**config.mk**
```make
export PLATFORM = sky130hd
export DESIGN_NAME = lmsid_scan
export DESIGN_NICKNAME = d
export VERILOG_FILES = /design/src/hdl/lmsid_pkg.sv /design/src/hdl/lmsid_hex_font.sv /design/src/hdl/lmsid_scan.sv
export SDC_FILE = /design/constraint.sdc
export NUM_CORES = 1
export LEC_CHECK = 0
export BUFFER_PORTS_ARGS = -buffer_cell sky130_fd_sc_hd__clkbuf_2
export CORE_MARGIN = 3
export CORE_UTILIZATION = 64
export DETAILED_ROUTE_END_ITERATION = 10
export PLACE_DENSITY = 0.84
export SLEW_MARGIN = 40
export SYNTH_ARGS = -nofsm -noshare
export SYNTH_HDL_FRONTEND = slang
export SYNTH_HIERARCHICAL = 1
export SYNTH_SLANG_ARGS = --single-unit
```
**constraint.sdc**
```tcl
create_clock -name I_CORE_CLK -period 5.46 [get_ports I_CORE_CLK]
set_input_delay 0.273 -clock I_CORE_CLK [delete_from_list [all_inputs] [get_ports I_CORE_CLK]]
set_output_delay 0.273 -clock I_CORE_CLK [all_outputs]
set_load 0.02 [all_outputs]
```
**src/hdl/lmsid_pkg.sv**
```systemverilog
// Constants for the LED multiplex scan, intensity and digit decode block.
// Assumes a 200 MHz core clock and a 16-bit address/data serial word.
package lmsid_pkg;

   localparam int CORE_CLK_HZ = 200_000_000;

   // Serial word layout: address in the high byte, data in the low byte.
   localparam logic [4:0] FRAME_BITS = 5'h10;
   localparam int ADDR_MSB = 15;
   localparam int ADDR_LSB = 8;
   localparam int DATA_MSB = 7;
   localparam int DATA_LSB = 0;

   // Register addresses.
   localparam logic [7:0] ADDR_DECODE_SELECT = 8'h01;
   localparam logic [7:0] ADDR_DUTY_LEVEL = 8'h02;
   localparam logic [7:0] ADDR_CONFIG = 8'h04;

   // Configuration register fields.
   localparam int CFG_RATE_BIT = 2;
   localparam int CFG_BLINK_EN_BIT = 3;
   localparam int CFG_SYNC_BIT = 4;

   // Register reset values.
   localparam logic [7:0] DECODE_SELECT_RESET = 8'h00;
   localparam logic [7:0] DUTY_LEVEL_RESET = 8'h00;
   localparam logic [7:0] CONFIG_RESET = 8'h00;

   // Duty field: low nibble, code 15 behaves as code 14.
   localparam int DUTY_MSB = 3;
   localparam logic [3:0] DUTY_TOP_CODE = 4'hF;
   localparam logic [3:0] DUTY_MAX_STEP = 4'hE;
   localparam logic [3:0] DUTY_STEPS_LAST = 4'hF;

   // Scan timing at the reference multiplex clock.
   localparam int REF_MUX_HZ = 4_000_000;
   localparam int SLOT_TIME_US = 200;
   localparam int SLOT_TICKS = REF_MUX_HZ / 1_000_000 * SLOT_TIME_US;
   localparam int DUTY_STEPS = 16;
   localparam int SUB_TICKS = SLOT_TICKS / DUTY_STEPS;
   localparam int DIGITS_DEFAULT = 8;

   // Fast blink is 1 Hz at the reference clock; slow blink is half of it.
   localparam int FAST_BLINK_HZ = 1;
   localparam int FAST_HALF_TICKS = REF_MUX_HZ / (2 * FAST_BLINK_HZ);

   // Fail-safe: except across a sync write, which restarts its count, the effective multiplex clock never drops below 75.5 kHz.
   localparam int FS_MIN_FREQ_HZ = 75_500;
   localparam int FS_LIMIT_CYCLES = CORE_CLK_HZ / FS_MIN_FREQ_HZ;

   // Segment order in a decoded byte: dp, a, b, c, d, e, f, g.
   localparam int DP_BIT = 7;
   localparam logic [6:0] LMSID_FONT [16] = '{
      7'h7E, 7'h30, 7'h6D, 7'h79, 7'h33, 7'h5B, 7'h5F, 7'h70,
      7'h7F, 7'h7B, 7'h77, 7'h1F, 7'h4E, 7'h3F, 7'h4F, 7'h47};

endpackage

```
**src/hdl/lmsid_hex_font.sv**
```systemverilog
// Hexadecimal segment font with decimal point, or raw segment pass-through.
// Assumes the caller registers the result.
`timescale 1ns/1ps
module lmsid_hex_font
   import lmsid_pkg::*;
(
   input wire logic [7:0] i_data,
   input wire logic i_decode,
   output logic [7:0] o_segments
);

   wire [6:0] font_bits;

   // Bits 6 to 4 play no part in the lookup.
   assign font_bits = LMSID_FONT[i_data[3:0]];

   // The decimal point follows bit 7 in both modes.
   assign o_segments = i_decode ? {i_data[DP_BIT], font_bits}
                                : i_data;

endmodule // lmsid_hex_font

```
**src/hdl/lmsid_scan.sv**
```systemverilog
// Multiplex scan timing, blink timing, segment duty and digit decode.
// Assumes serial pins and the multiplex clock pin are synchronous to I_CORE_CLK,
// and that digit data for O_SCAN_DIGIT arrives combinationally on I_DIGIT_DATA.
`timescale 1ns/1ps

module lmsid_scan
   import lmsid_pkg::*;
#(
   parameter int NUM_DIGITS = DIGITS_DEFAULT,
   parameter int BLINK_HALF_TICKS = FAST_HALF_TICKS
)
(
   input wire logic I_CORE_CLK,
   input wire logic I_RESET,
   input wire logic I_CS_N,
   input wire logic I_SCLK,
   input wire logic I_DIN,
   input wire logic I_MUX_CLOCK_PIN,
   input wire logic [7:0] I_DIGIT_DATA,
   output logic [$clog2(NUM_DIGITS)-1:0] O_SCAN_DIGIT,
   output logic [NUM_DIGITS-1:0] O_DIGIT_ENABLE,
   output logic [7:0] O_SEGMENT,
   output logic O_BLINK_PHASE,
   output logic O_FAILSAFE_ACTIVE
);

   localparam int DIGIT_W = $clog2(NUM_DIGITS);
   localparam int HALF_W = $clog2(BLINK_HALF_TICKS);
   localparam int SUB_W = $clog2(SUB_TICKS);
   localparam int FS_W = $clog2(FS_LIMIT_CYCLES + 1);
   localparam logic [DIGIT_W-1:0] LAST_DIGIT = DIGIT_W'(NUM_DIGITS - 1);
   localparam logic [SUB_W-1:0] LAST_SUB = SUB_W'(SUB_TICKS - 1);
   localparam logic [HALF_W-1:0] LAST_HALF = HALF_W'(BLINK_HALF_TICKS - 1);
   localparam logic [FS_W-1:0] FS_LAST = FS_W'(FS_LIMIT_CYCLES - 1);

   // Serial port state.
   logic sclk_q;
   logic cs_n_q;
   logic [15:0] shift;
   logic [4:0] bit_cnt;

   // Registers written by the controller.
   logic [7:0] decode_select;
   logic [7:0] duty_level;
   logic [7:0] config_reg;

   // Multiplex clock and fail-safe.
   logic pin_q;
   logic [FS_W-1:0] fs_cnt;
   // Cycles since the last tick or sync write, kept apart from the fail-safe counter so the checks below can judge it.
   logic [FS_W-1:0] gap_cnt;

   // Scan and blink dividers.
   logic [SUB_W-1:0] sub_cnt;
   logic [3:0] sub_idx;
   logic [DIGIT_W-1:0] digit;
   logic [HALF_W-1:0] half_cnt;
   logic fast_phase;
   logic slow_phase;

   // Output pipeline.
   logic lit_q;
   logic [7:0] decoded;

   wire sclk_rise;
   wire cs_rise;
   wire frame_ok;
   wire [7:0] wr_addr;
   wire [7:0] wr_data;
   wire wr_decode;
   wire wr_duty;
   wire wr_config;
   wire sync_req;
   wire pin_rise;
   wire fs_expire;
   wire mux_tick;
   wire sub_end;
   wire slot_end;
   wire half_end;
   wire [3:0] duty_code;
   wire [3:0] duty_step;
   wire seg_lit;
   wire [FS_W-1:0] next_fs_cnt;

   function automatic logic [NUM_DIGITS-1:0] digit_onehot(input logic [DIGIT_W-1:0] idx);
      digit_onehot = '0;
      digit_onehot[idx] = 1'b1;
   endfunction

   // Serial word decode; a write takes effect when select rises after 16 bits.
   assign sclk_rise = I_SCLK & ~sclk_q;
   assign cs_rise = I_CS_N & ~cs_n_q;
   assign frame_ok = cs_rise && (bit_cnt == FRAME_BITS);
   assign wr_addr = shift[ADDR_MSB:ADDR_LSB];
   assign wr_data = shift[DATA_MSB:DATA_LSB];
   assign wr_decode = frame_ok && (wr_addr == ADDR_DECODE_SELECT);
   assign wr_duty = frame_ok && (wr_addr == ADDR_DUTY_LEVEL);
   assign wr_config = frame_ok && (wr_addr == ADDR_CONFIG);
   assign sync_req = wr_config && wr_data[CFG_SYNC_BIT];

   always_ff @(posedge I_CORE_CLK)
   begin
      if (I_RESET)
      begin
         sclk_q <= 1'b0;
         cs_n_q <= 1'b1;
         shift <= 16'h0000;
         bit_cnt <= 5'h00;
      end
      else
      begin
         sclk_q <= I_SCLK;
         cs_n_q <= I_CS_N;
         if (I_CS_N)
            bit_cnt <= 5'h00;
         else if (sclk_rise)
         begin
            shift <= {shift[14:0], I_DIN};
            if (bit_cnt != FRAME_BITS)
               bit_cnt <= bit_cnt + 5'h01;
         end
      end
   end

   always_ff @(posedge I_CORE_CLK)
   begin
      if (I_RESET)
      begin
         decode_select <= DECODE_SELECT_RESET;
         duty_level <= DUTY_LEVEL_RESET;
         config_reg <= CONFIG_RESET;
      end
      else
      begin
         if (wr_decode)
            decode_select <= wr_data;
         if (wr_duty)
            duty_level <= wr_data;
         if (wr_config)
            config_reg <= wr_data;
      end
   end

   // Every multiplex tick comes from the pin or from the fail-safe, whatever drives the pin.
   assign pin_rise = I_MUX_CLOCK_PIN & ~pin_q;
   assign fs_expire = (fs_cnt == FS_LAST) && !pin_rise;
   assign mux_tick = pin_rise | fs_expire;
   assign next_fs_cnt = (mux_tick || sync_req) ? '0 : fs_cnt + FS_W'(1);

   always_ff @(posedge I_CORE_CLK)
   begin
      if (I_RESET)
      begin
         pin_q <= 1'b0;
         fs_cnt <= '0;
         gap_cnt <= '0;
         O_FAILSAFE_ACTIVE <= 1'b0;
      end
      else
      begin
         pin_q <= I_MUX_CLOCK_PIN;
         fs_cnt <= next_fs_cnt;
         gap_cnt <= (mux_tick || sync_req) ? '0 : gap_cnt + FS_W'(1);
         if (fs_expire)
            O_FAILSAFE_ACTIVE <= 1'b1;
         else if (pin_rise)
            O_FAILSAFE_ACTIVE <= 1'b0;
      end
   end

   // Slot of 16 subintervals of SUB_TICKS ticks each.
   assign sub_end = mux_tick && (sub_cnt == LAST_SUB);
   assign slot_end = sub_end && (sub_idx == DUTY_STEPS_LAST);
   assign half_end = mux_tick && (half_cnt == LAST_HALF);

   always_ff @(posedge I_CORE_CLK)
   begin
      if (I_RESET || sync_req)
      begin
         sub_cnt <= '0;
         sub_idx <= 4'h0;
         digit <= '0;
         half_cnt <= '0;
         fast_phase <= 1'b0;
         slow_phase <= 1'b0;
      end
      else
      begin
         if (mux_tick)
            sub_cnt <= sub_end ? '0 : sub_cnt + SUB_W'(1);
         if (sub_end)
            sub_idx <= sub_idx + 4'h1;
         if (slot_end)
            digit <= (digit == LAST_DIGIT) ? '0 : digit + DIGIT_W'(1);
         if (mux_tick)
            half_cnt <= half_end ? '0 : half_cnt + HALF_W'(1);
         if (half_end)
         begin
            fast_phase <= ~fast_phase;
            if (fast_phase)
               slow_phase <= ~slow_phase;
         end
      end
   end

   // Duty: code n lights n+1 of 16 subintervals, code 15 acts as 14.
   assign duty_code = duty_level[DUTY_MSB:0];
   assign duty_step = (duty_code == DUTY_TOP_CODE) ? DUTY_MAX_STEP : duty_code;
   assign seg_lit = (sub_idx <= duty_step);

   lmsid_hex_font u_font
   (
      .i_data(I_DIGIT_DATA),
      .i_decode(decode_select[O_SCAN_DIGIT]),
      .o_segments(decoded)
   );

   // Two stages: index to the digit store, then segments and digit enable together.
   always_ff @(posedge I_CORE_CLK)
   begin
      if (I_RESET)
      begin
         O_SCAN_DIGIT <= '0;
         lit_q <= 1'b0;
         O_SEGMENT <= 8'h00;
         O_DIGIT_ENABLE <= '0;
         O_BLINK_PHASE <= 1'b0;
      end
      else
      begin
         O_SCAN_DIGIT <= digit;
         lit_q <= seg_lit;
         O_SEGMENT <= lit_q ? decoded : 8'h00;
         O_DIGIT_ENABLE <= digit_onehot(O_SCAN_DIGIT);
         O_BLINK_PHASE <= config_reg[CFG_BLINK_EN_BIT] &
                          (config_reg[CFG_RATE_BIT] ? fast_phase : slow_phase);
      end
   end
endmodule // lmsid_scan

```
### Yosys cells after proc, flatten, opt, wreduce, memory -nomap -nowiden

Memory sizes are Yosys's and may differ from the RTL's.
Index checks and enable logic that the tools add are counted.

* magnitude comparators: 4
* divide/modulo/power cells: 0
* bitwise logic cells: 13
* $add $sub $neg: 6
* reduce and logical (&&, ||, !) cells: 20
* eq/ne operators: 11
* muxes and demuxes: 14
* multiply operators: 0
* shift operators: 0

Operators by type and width (count)
* $add 21x1->21 const B: 1
* $eq 21x21->1 const B: 1
* $mux 21: 1
* $mux 7: 3
* $add 12x1->12 const B: 1
* $eq 12x12->1 const B: 1
* $logic_and 1x1->1: 10
* $eq 4x4->1 const B: 2
* $eq 8x1->1 const B: 1
* $eq 8x2->1 const B: 1
* $eq 8x3->1 const B: 1
* $not 1->1: 7
* $add 6x1->6 const B: 1
* $eq 6x6->1 const B: 1
* $mux 6: 1
* $reduce_and 2->1: 3
* $reduce_or 2->1: 3
* $add 5x1->5 const B: 1
* $eq 5x5->1 const B: 1
* $ge 5x5->1 const B: 1
* $mux 1: 5
* $ne 5x5->1 const B: 1
* $not 4->5: 1
* $add 4x1->4 const B: 1
* other kinds (14): 18

* flip-flop bits (word level): 110
* bits in read-only memories: 112
* memories: 1
* word-level logic and storage cells: 90
* latch bits: 0
* bits in writable memories: 0
* output and inout bits: 21
* bits of input ports: 14

Memory list
* (no name shown): depth 16, width 7, rd ports 1, clocked after memory_dff 0, write ports 0, RTL line lmsid_hex_font.sv:15 `assign font_bits = LMSID_FONT[i_data[3:0]];`

### Logic depth before layout (Yosys ltp)

* word-level depth: 7
* mapped depth: 9
* depth with buffers taken out: 8

### Cells and area by module

The synthesis kept the hierarchy.

Modules (own cells, without submodules)
* lmsid_scan: area an instance 4490.6 um2, instances 1, seq. area each 2162.1 um2, cells an instance 478
* lmsid_hex_font: area an instance 330.3 um2, instances 1, seq. area each 0.0 um2, cells an instance 48

### Least setup slack after synthesis

No wires, ideal clock.

* kind: register to register
* from: register O_SCAN_DIGIT[1]
* to: register O_SEGMENT[6]
* path buffers: 1
* setup slack: 3112 ps
* arrival: 2233 ps
* cell stages (with the launch flop): 8
* setup time: 115 ps
* required time: 5345 ps
* clock period less this slack: 2348 ps
* cells stage by stage: dfxtp_1 > clkbuf_1 > mux4_2 > mux2_2 > a21boi_1 > and3_1 > a311o_1 > and2_1

* word-level cells in the longest chain between the ends: 3

Ends and longest elaborated chain
* from (decl): RTL line lmsid_scan.sv:20 `output logic [$clog2(NUM_DIGITS)-1:0] O_SCAN_DIGIT,`
* from (signal assigned): RTL line lmsid_scan.sv:231 `O_SCAN_DIGIT <= digit;`
* $bmux 1 s3: RTL line lmsid_scan.sv:214 `.i_decode(decode_select[O_SCAN_DIGIT]),`
* $mux 1 (not written as such): RTL line lmsid_scan.sv:214
* $mux 7: RTL line lmsid_hex_font.sv:18 `assign o_segments = i_decode ? {i_data[DP_BIT], font_bits}`
* named net decoded[6]: RTL line lmsid_scan.sv:63 `logic [7:0] decoded;`
* to (signal assigned): RTL line lmsid_scan.sv:233 `O_SEGMENT <= lit_q ? decoded : 8'h00;`
* to (decl): RTL line lmsid_scan.sv:22 `output logic [7:0] O_SEGMENT,`

The timed path passes the listed nets, and every way through them passes these cells. The select of a mux whose other input is x is not followed.
A chain may end at the register's enable or synchronous reset.

### Worst setup path after layout

* from: register fs_cnt[7]
* to: register half_cnt[8]

* word-level cells in the longest chain between the ends: 5

Ends and longest elaborated chain
* from (decl): RTL line lmsid_scan.sv:49 `logic [FS_W-1:0] fs_cnt;`
* from (signal assigned): RTL line lmsid_scan.sv:162 `fs_cnt <= next_fs_cnt;`
* $eq 12x12->1 *: RTL line lmsid_scan.sv:146 `assign fs_expire = (fs_cnt == FS_LAST) && !pin_rise;`
* $logic_and 1x1->1 *: RTL line lmsid_scan.sv:146
* $or 1x1->1 *: RTL line lmsid_scan.sv:147 `assign mux_tick = pin_rise | fs_expire;`
* $logic_and 1x1->1: RTL line lmsid_scan.sv:174 `assign half_end = mux_tick && (half_cnt == LAST_HALF);`
* $mux 21: RTL line lmsid_scan.sv:196 `half_cnt <= half_end ? '0 : half_cnt + HALF_W'(1);`
* to (signal assigned): RTL line lmsid_scan.sv:196
* to (decl): RTL line lmsid_scan.sv:57 `logic [HALF_W-1:0] half_cnt;`

Every way passes the cells marked *; elsewhere a longest branch is shown, timed or not.

==> results.py <==
metrics = {
    "timing": {
        "setup_viol_count_final": 0,
        "finalSetupTns_ns": 0,
        "period_needed_ns": 2.62,
        "max_slew_margin": 0.555,
        "fmax_mhz": 381,
        "tightest_slew_ns": 0.658,
        "final_max_slew_viol_count": 0,
        "hold_viol": 0,
        "rsz0062_at_grt": "no",
        "period_share": 0.481,
        "final.setup.worst_slack_ns": 2.84,
        "finClkSkew_ns": 0.0130,
    },
    "synthesis": {
        "synth-compound-area-share": 0.0646,
        "syn_avg_cell_area_um2": 9.17,
        "synth_top_family_by_area": "simple AND/OR/NAND/NOR gates",
        "yosysSeqAreaShare": 0.448,
        "synth_adder_area_share": 0.0545,
        "syn_area_um2": 4820,
        "synth_area_leader_cell": "dfxtp_1",
        "synth_flop_cell": "dfxtp_1",
        "yosysTopAreaCellShare": 0.448,
        "syn_inst": 526,
        "synthMuxAreaShare": 0.0511,
        "yosysMostFrequentCell": "dfxtp_1",
        "synth-simple-area-share": 0.263,
        "synth_nets": 561,
        "synth_area_leaders": "dfxtp_1 (45%), nor2_1 (5.8%), ha_1 (5.5%)",
        "synth_xor_area_frac": 0.0763,
        "synth_edf_count": 0,
        "ys.warnings.count": 6,
        "async_reset_ff_frac": 0,
        "synth_cell_types": 55,
        "synth_common_cells": "dfxtp_1 (108), nor2_1 (75), nand2_1 (54)",
        "ys_seq_elements": 108,
    },
    "clock_network": {
        "cts-resized-gates": 0,
        "clk_pin_slew_worst_paths_ns": 0.10,
        "cts_buffers": 9,
        "cts_buffer_depth": 2,
        "tritoncts": "yes",
        "clockRootBuffer": "clkbuf_8",
        "numClockSinks": 108,
        "clk_latency_ns": 0.36,
        "post_cts_buffers": 0,
        "htree_levels": 3,
        "cts_hold_buf": 0,
    },
    "floorplanning": {
        "die_x_um": 92.8,
        "dieArea_um2": 8610,
        "start_util": 0.661,
        "core_um2": 7290,
        "rows": 31,
        "dieHeight_um": 92.8,
        "io_pins": 35,
    },
    "power": {
        "ir_drop_uv": 203,
        "leakagePower_nw": 2.04,
        "power.density_nw_per_um2": 261,
    },
    "critical_path": {
        "critPathLaunchType": "flop",
        "crit_start": "fs_cnt[7]$_SDFF_PP0_",
        "slowest_stage": "or4b_4",
        "cp_data_required_time_ns": 5.69,
        "path_cells": "or4b_4 > o31a_4 > nor4_4 > or2_1 > nor2_1",
        "worst-setup-path-type": "reg -> reg",
        "rrSetupSlack_ns": 2.84,
        "cp_max_fo": 25,
        "cpPeakStageDelay_ns": 0.55,
        "rr_worst_depth": 5,
        "cp.arrival_ns": 2.85,
        "end_kind": "flop",
        "crit-reg2reg-capture": "half_cnt[8]$_SDFFE_PP0P_",
        "r2r-start": "fs_cnt[7]$_SDFF_PP0_",
    },
    "route": {
        "wl_per_cell_um": 12.7,
        "vias_per_cell": 5.44,
        "wirelength_um": 8320,
        "via_count": 3555,
        "drt_iter0_drc": 119,
        "drcViolationCount": 0,
        "ant_nets": 0,
        "firstDrtPassIters": 5,
    },
    "global_route": {
        "grt_pass1_wl_um": 14200,
        "grt_max_degree": 45,
        "first_global_vias": 3339,
        "gr-total-overflow": 0,
        "grt_usage": 0.200,
        "grt_antenna_before_repair": 0,
    },
    "final_layout": {
        "antenna_cells": 0,
        "fillerInstances": 588,
        "largest_reg_flops": 21,
        "drive_above_1_share": 0.133,
        "multi_input_area_um2": 2460,
        "top_register": "half_cnt",
        "fin_util": 0.716,
        "area_growth_pct": 8.25,
        "nets": 585,
        "reg_top3": "half_cnt x21, shift x16, fs_cnt x12",
        "ff_latch_area_um2": 2160,
    },
    "min_path": {
        "holdPathEnd": "O_SEGMENT[7]$_SDFF_PP0_",
        "hold_start": "I_DIGIT_DATA[7]",
        "hp-class": "in -> reg",
        "hold_path_depth": 2,
    },
    "place": {
        "port_buffers": 34,
        "pre_cts_ws_ns": 2.83,
        "gp_congestion": 0.791,
        "dp_hpwl_um": 5910,
    },
    "run": {
        "drv_cap": 0,
    },
    "status": {
        "status": "finished, final reports clean",
    },
}
==> cell usage in the layout (no fill, tap or decap), drive strengths merged, types with 2 or more instances in the layout <==
cell,count
or3,3
nor3,12
o31ai,2
inv,23
nand2b,10
o31a,2
ha,21
and2,10
nand3,8
xnor2,26
buf,3
nand4b,2
nor2b,10
xor2,16
or4b,3
o21ai,7
mux2i,19
nor4,8
mux4,2
nor2,75
nor4b,9
nor4bb,2
clkbuf,43
nand2,54
nand3b,4
or2,6
a21boi,2
a21oi,23
dfxtp,108
a31oi,3
clkinvlp,2
nor3b,3
and3,6
nand4,13
o22ai,2
==> area by class of cell <==
| class | instances | area share |
|---|---|---|
| Multi-Input combinational cell | 374 | 0.471 |
| Sequential cell | 108 | 0.414 |
| Timing Repair Buffer | 37 | 0.0369 |
| Clock buffer | 9 | 0.0237 |
| Tap cell | 99 | 0.0237 |
| Clock inverter | 7 | 0.0156 |
| Inverter | 20 | 0.0144 |
==> through the flow <==
stage | total power [mW] | hold WS [ns] | instances | cell area, um2
2_1_floorplan | 0.873 | 0.401 | 526 | 4820
6_report | 1.36 | 0.109 | 654 | 5220
3_3_place_gp | 0.888 | 0.437 | 638 | 5010
5_1_grt | 1.41 | 0.0982 | 654 | 5220
4_1_cts | 1.38 | 0.0965 | 654 | 5220
3_5_place_dp | 0.890 | 0.460 | 638 | 5010
==> per-layer routing <==
layer  wire length (um)  share of wire  up-vias  track usage
met5                  0              0        -            0
met4                 70         0.0084        0       0.0659
met3                252          0.030        8       0.0447
met2               4150           0.50       48        0.363
met1               3840           0.46     1673        0.231
li1                   -              -     1826            -
==> logic make-up after synthesis <==
| kind of cell | Yosys count |
|---|---|
| muxes | 22 |
| adders and majority gates | 21 |
| xor gates and xnor gates | 42 |
| AOI/OAI and AO/OA | 49 |
| buffers and inverters | 44 |
| DFF | 108 |
| and+or+nand+nor | 240 |
==> critical path: cells and delay by family, from the launching register on <==
family / cells / cell delay (ns)
flops: 1 / 0.34
simple gates: 4 / 1.64
compound gates: 1 / 0.49
==> worst max path at each step <==
stage / endpoint / slack, ns / depth (start not counted)
2_1_floorplan: O_SEGMENT[6]$_SDFF_PP0_ / 3.11 / 7
3_3_place_gp: half_cnt[10]$_SDFFE_PP0P_ / 2.92 / 5
3_5_place_dp: half_cnt[8]$_SDFFE_PP0P_ / 2.83 / 5
4_1_cts: half_cnt[8]$_SDFFE_PP0P_ / 2.81 / 5
5_1_grt: half_cnt[8]$_SDFFE_PP0P_ / 2.65 / 5
6_report: half_cnt[8]$_SDFFE_PP0P_ / 2.84 / 5
==> power by group <==
group          internal, mW  switching [mW]  total, mW
combinational        0.0249          0.0453     0.0702
sequential            0.796         0.00587      0.802
clock                 0.219           0.272      0.491
total                  1.04           0.323       1.36
Power figures use the tool's default switching activity.
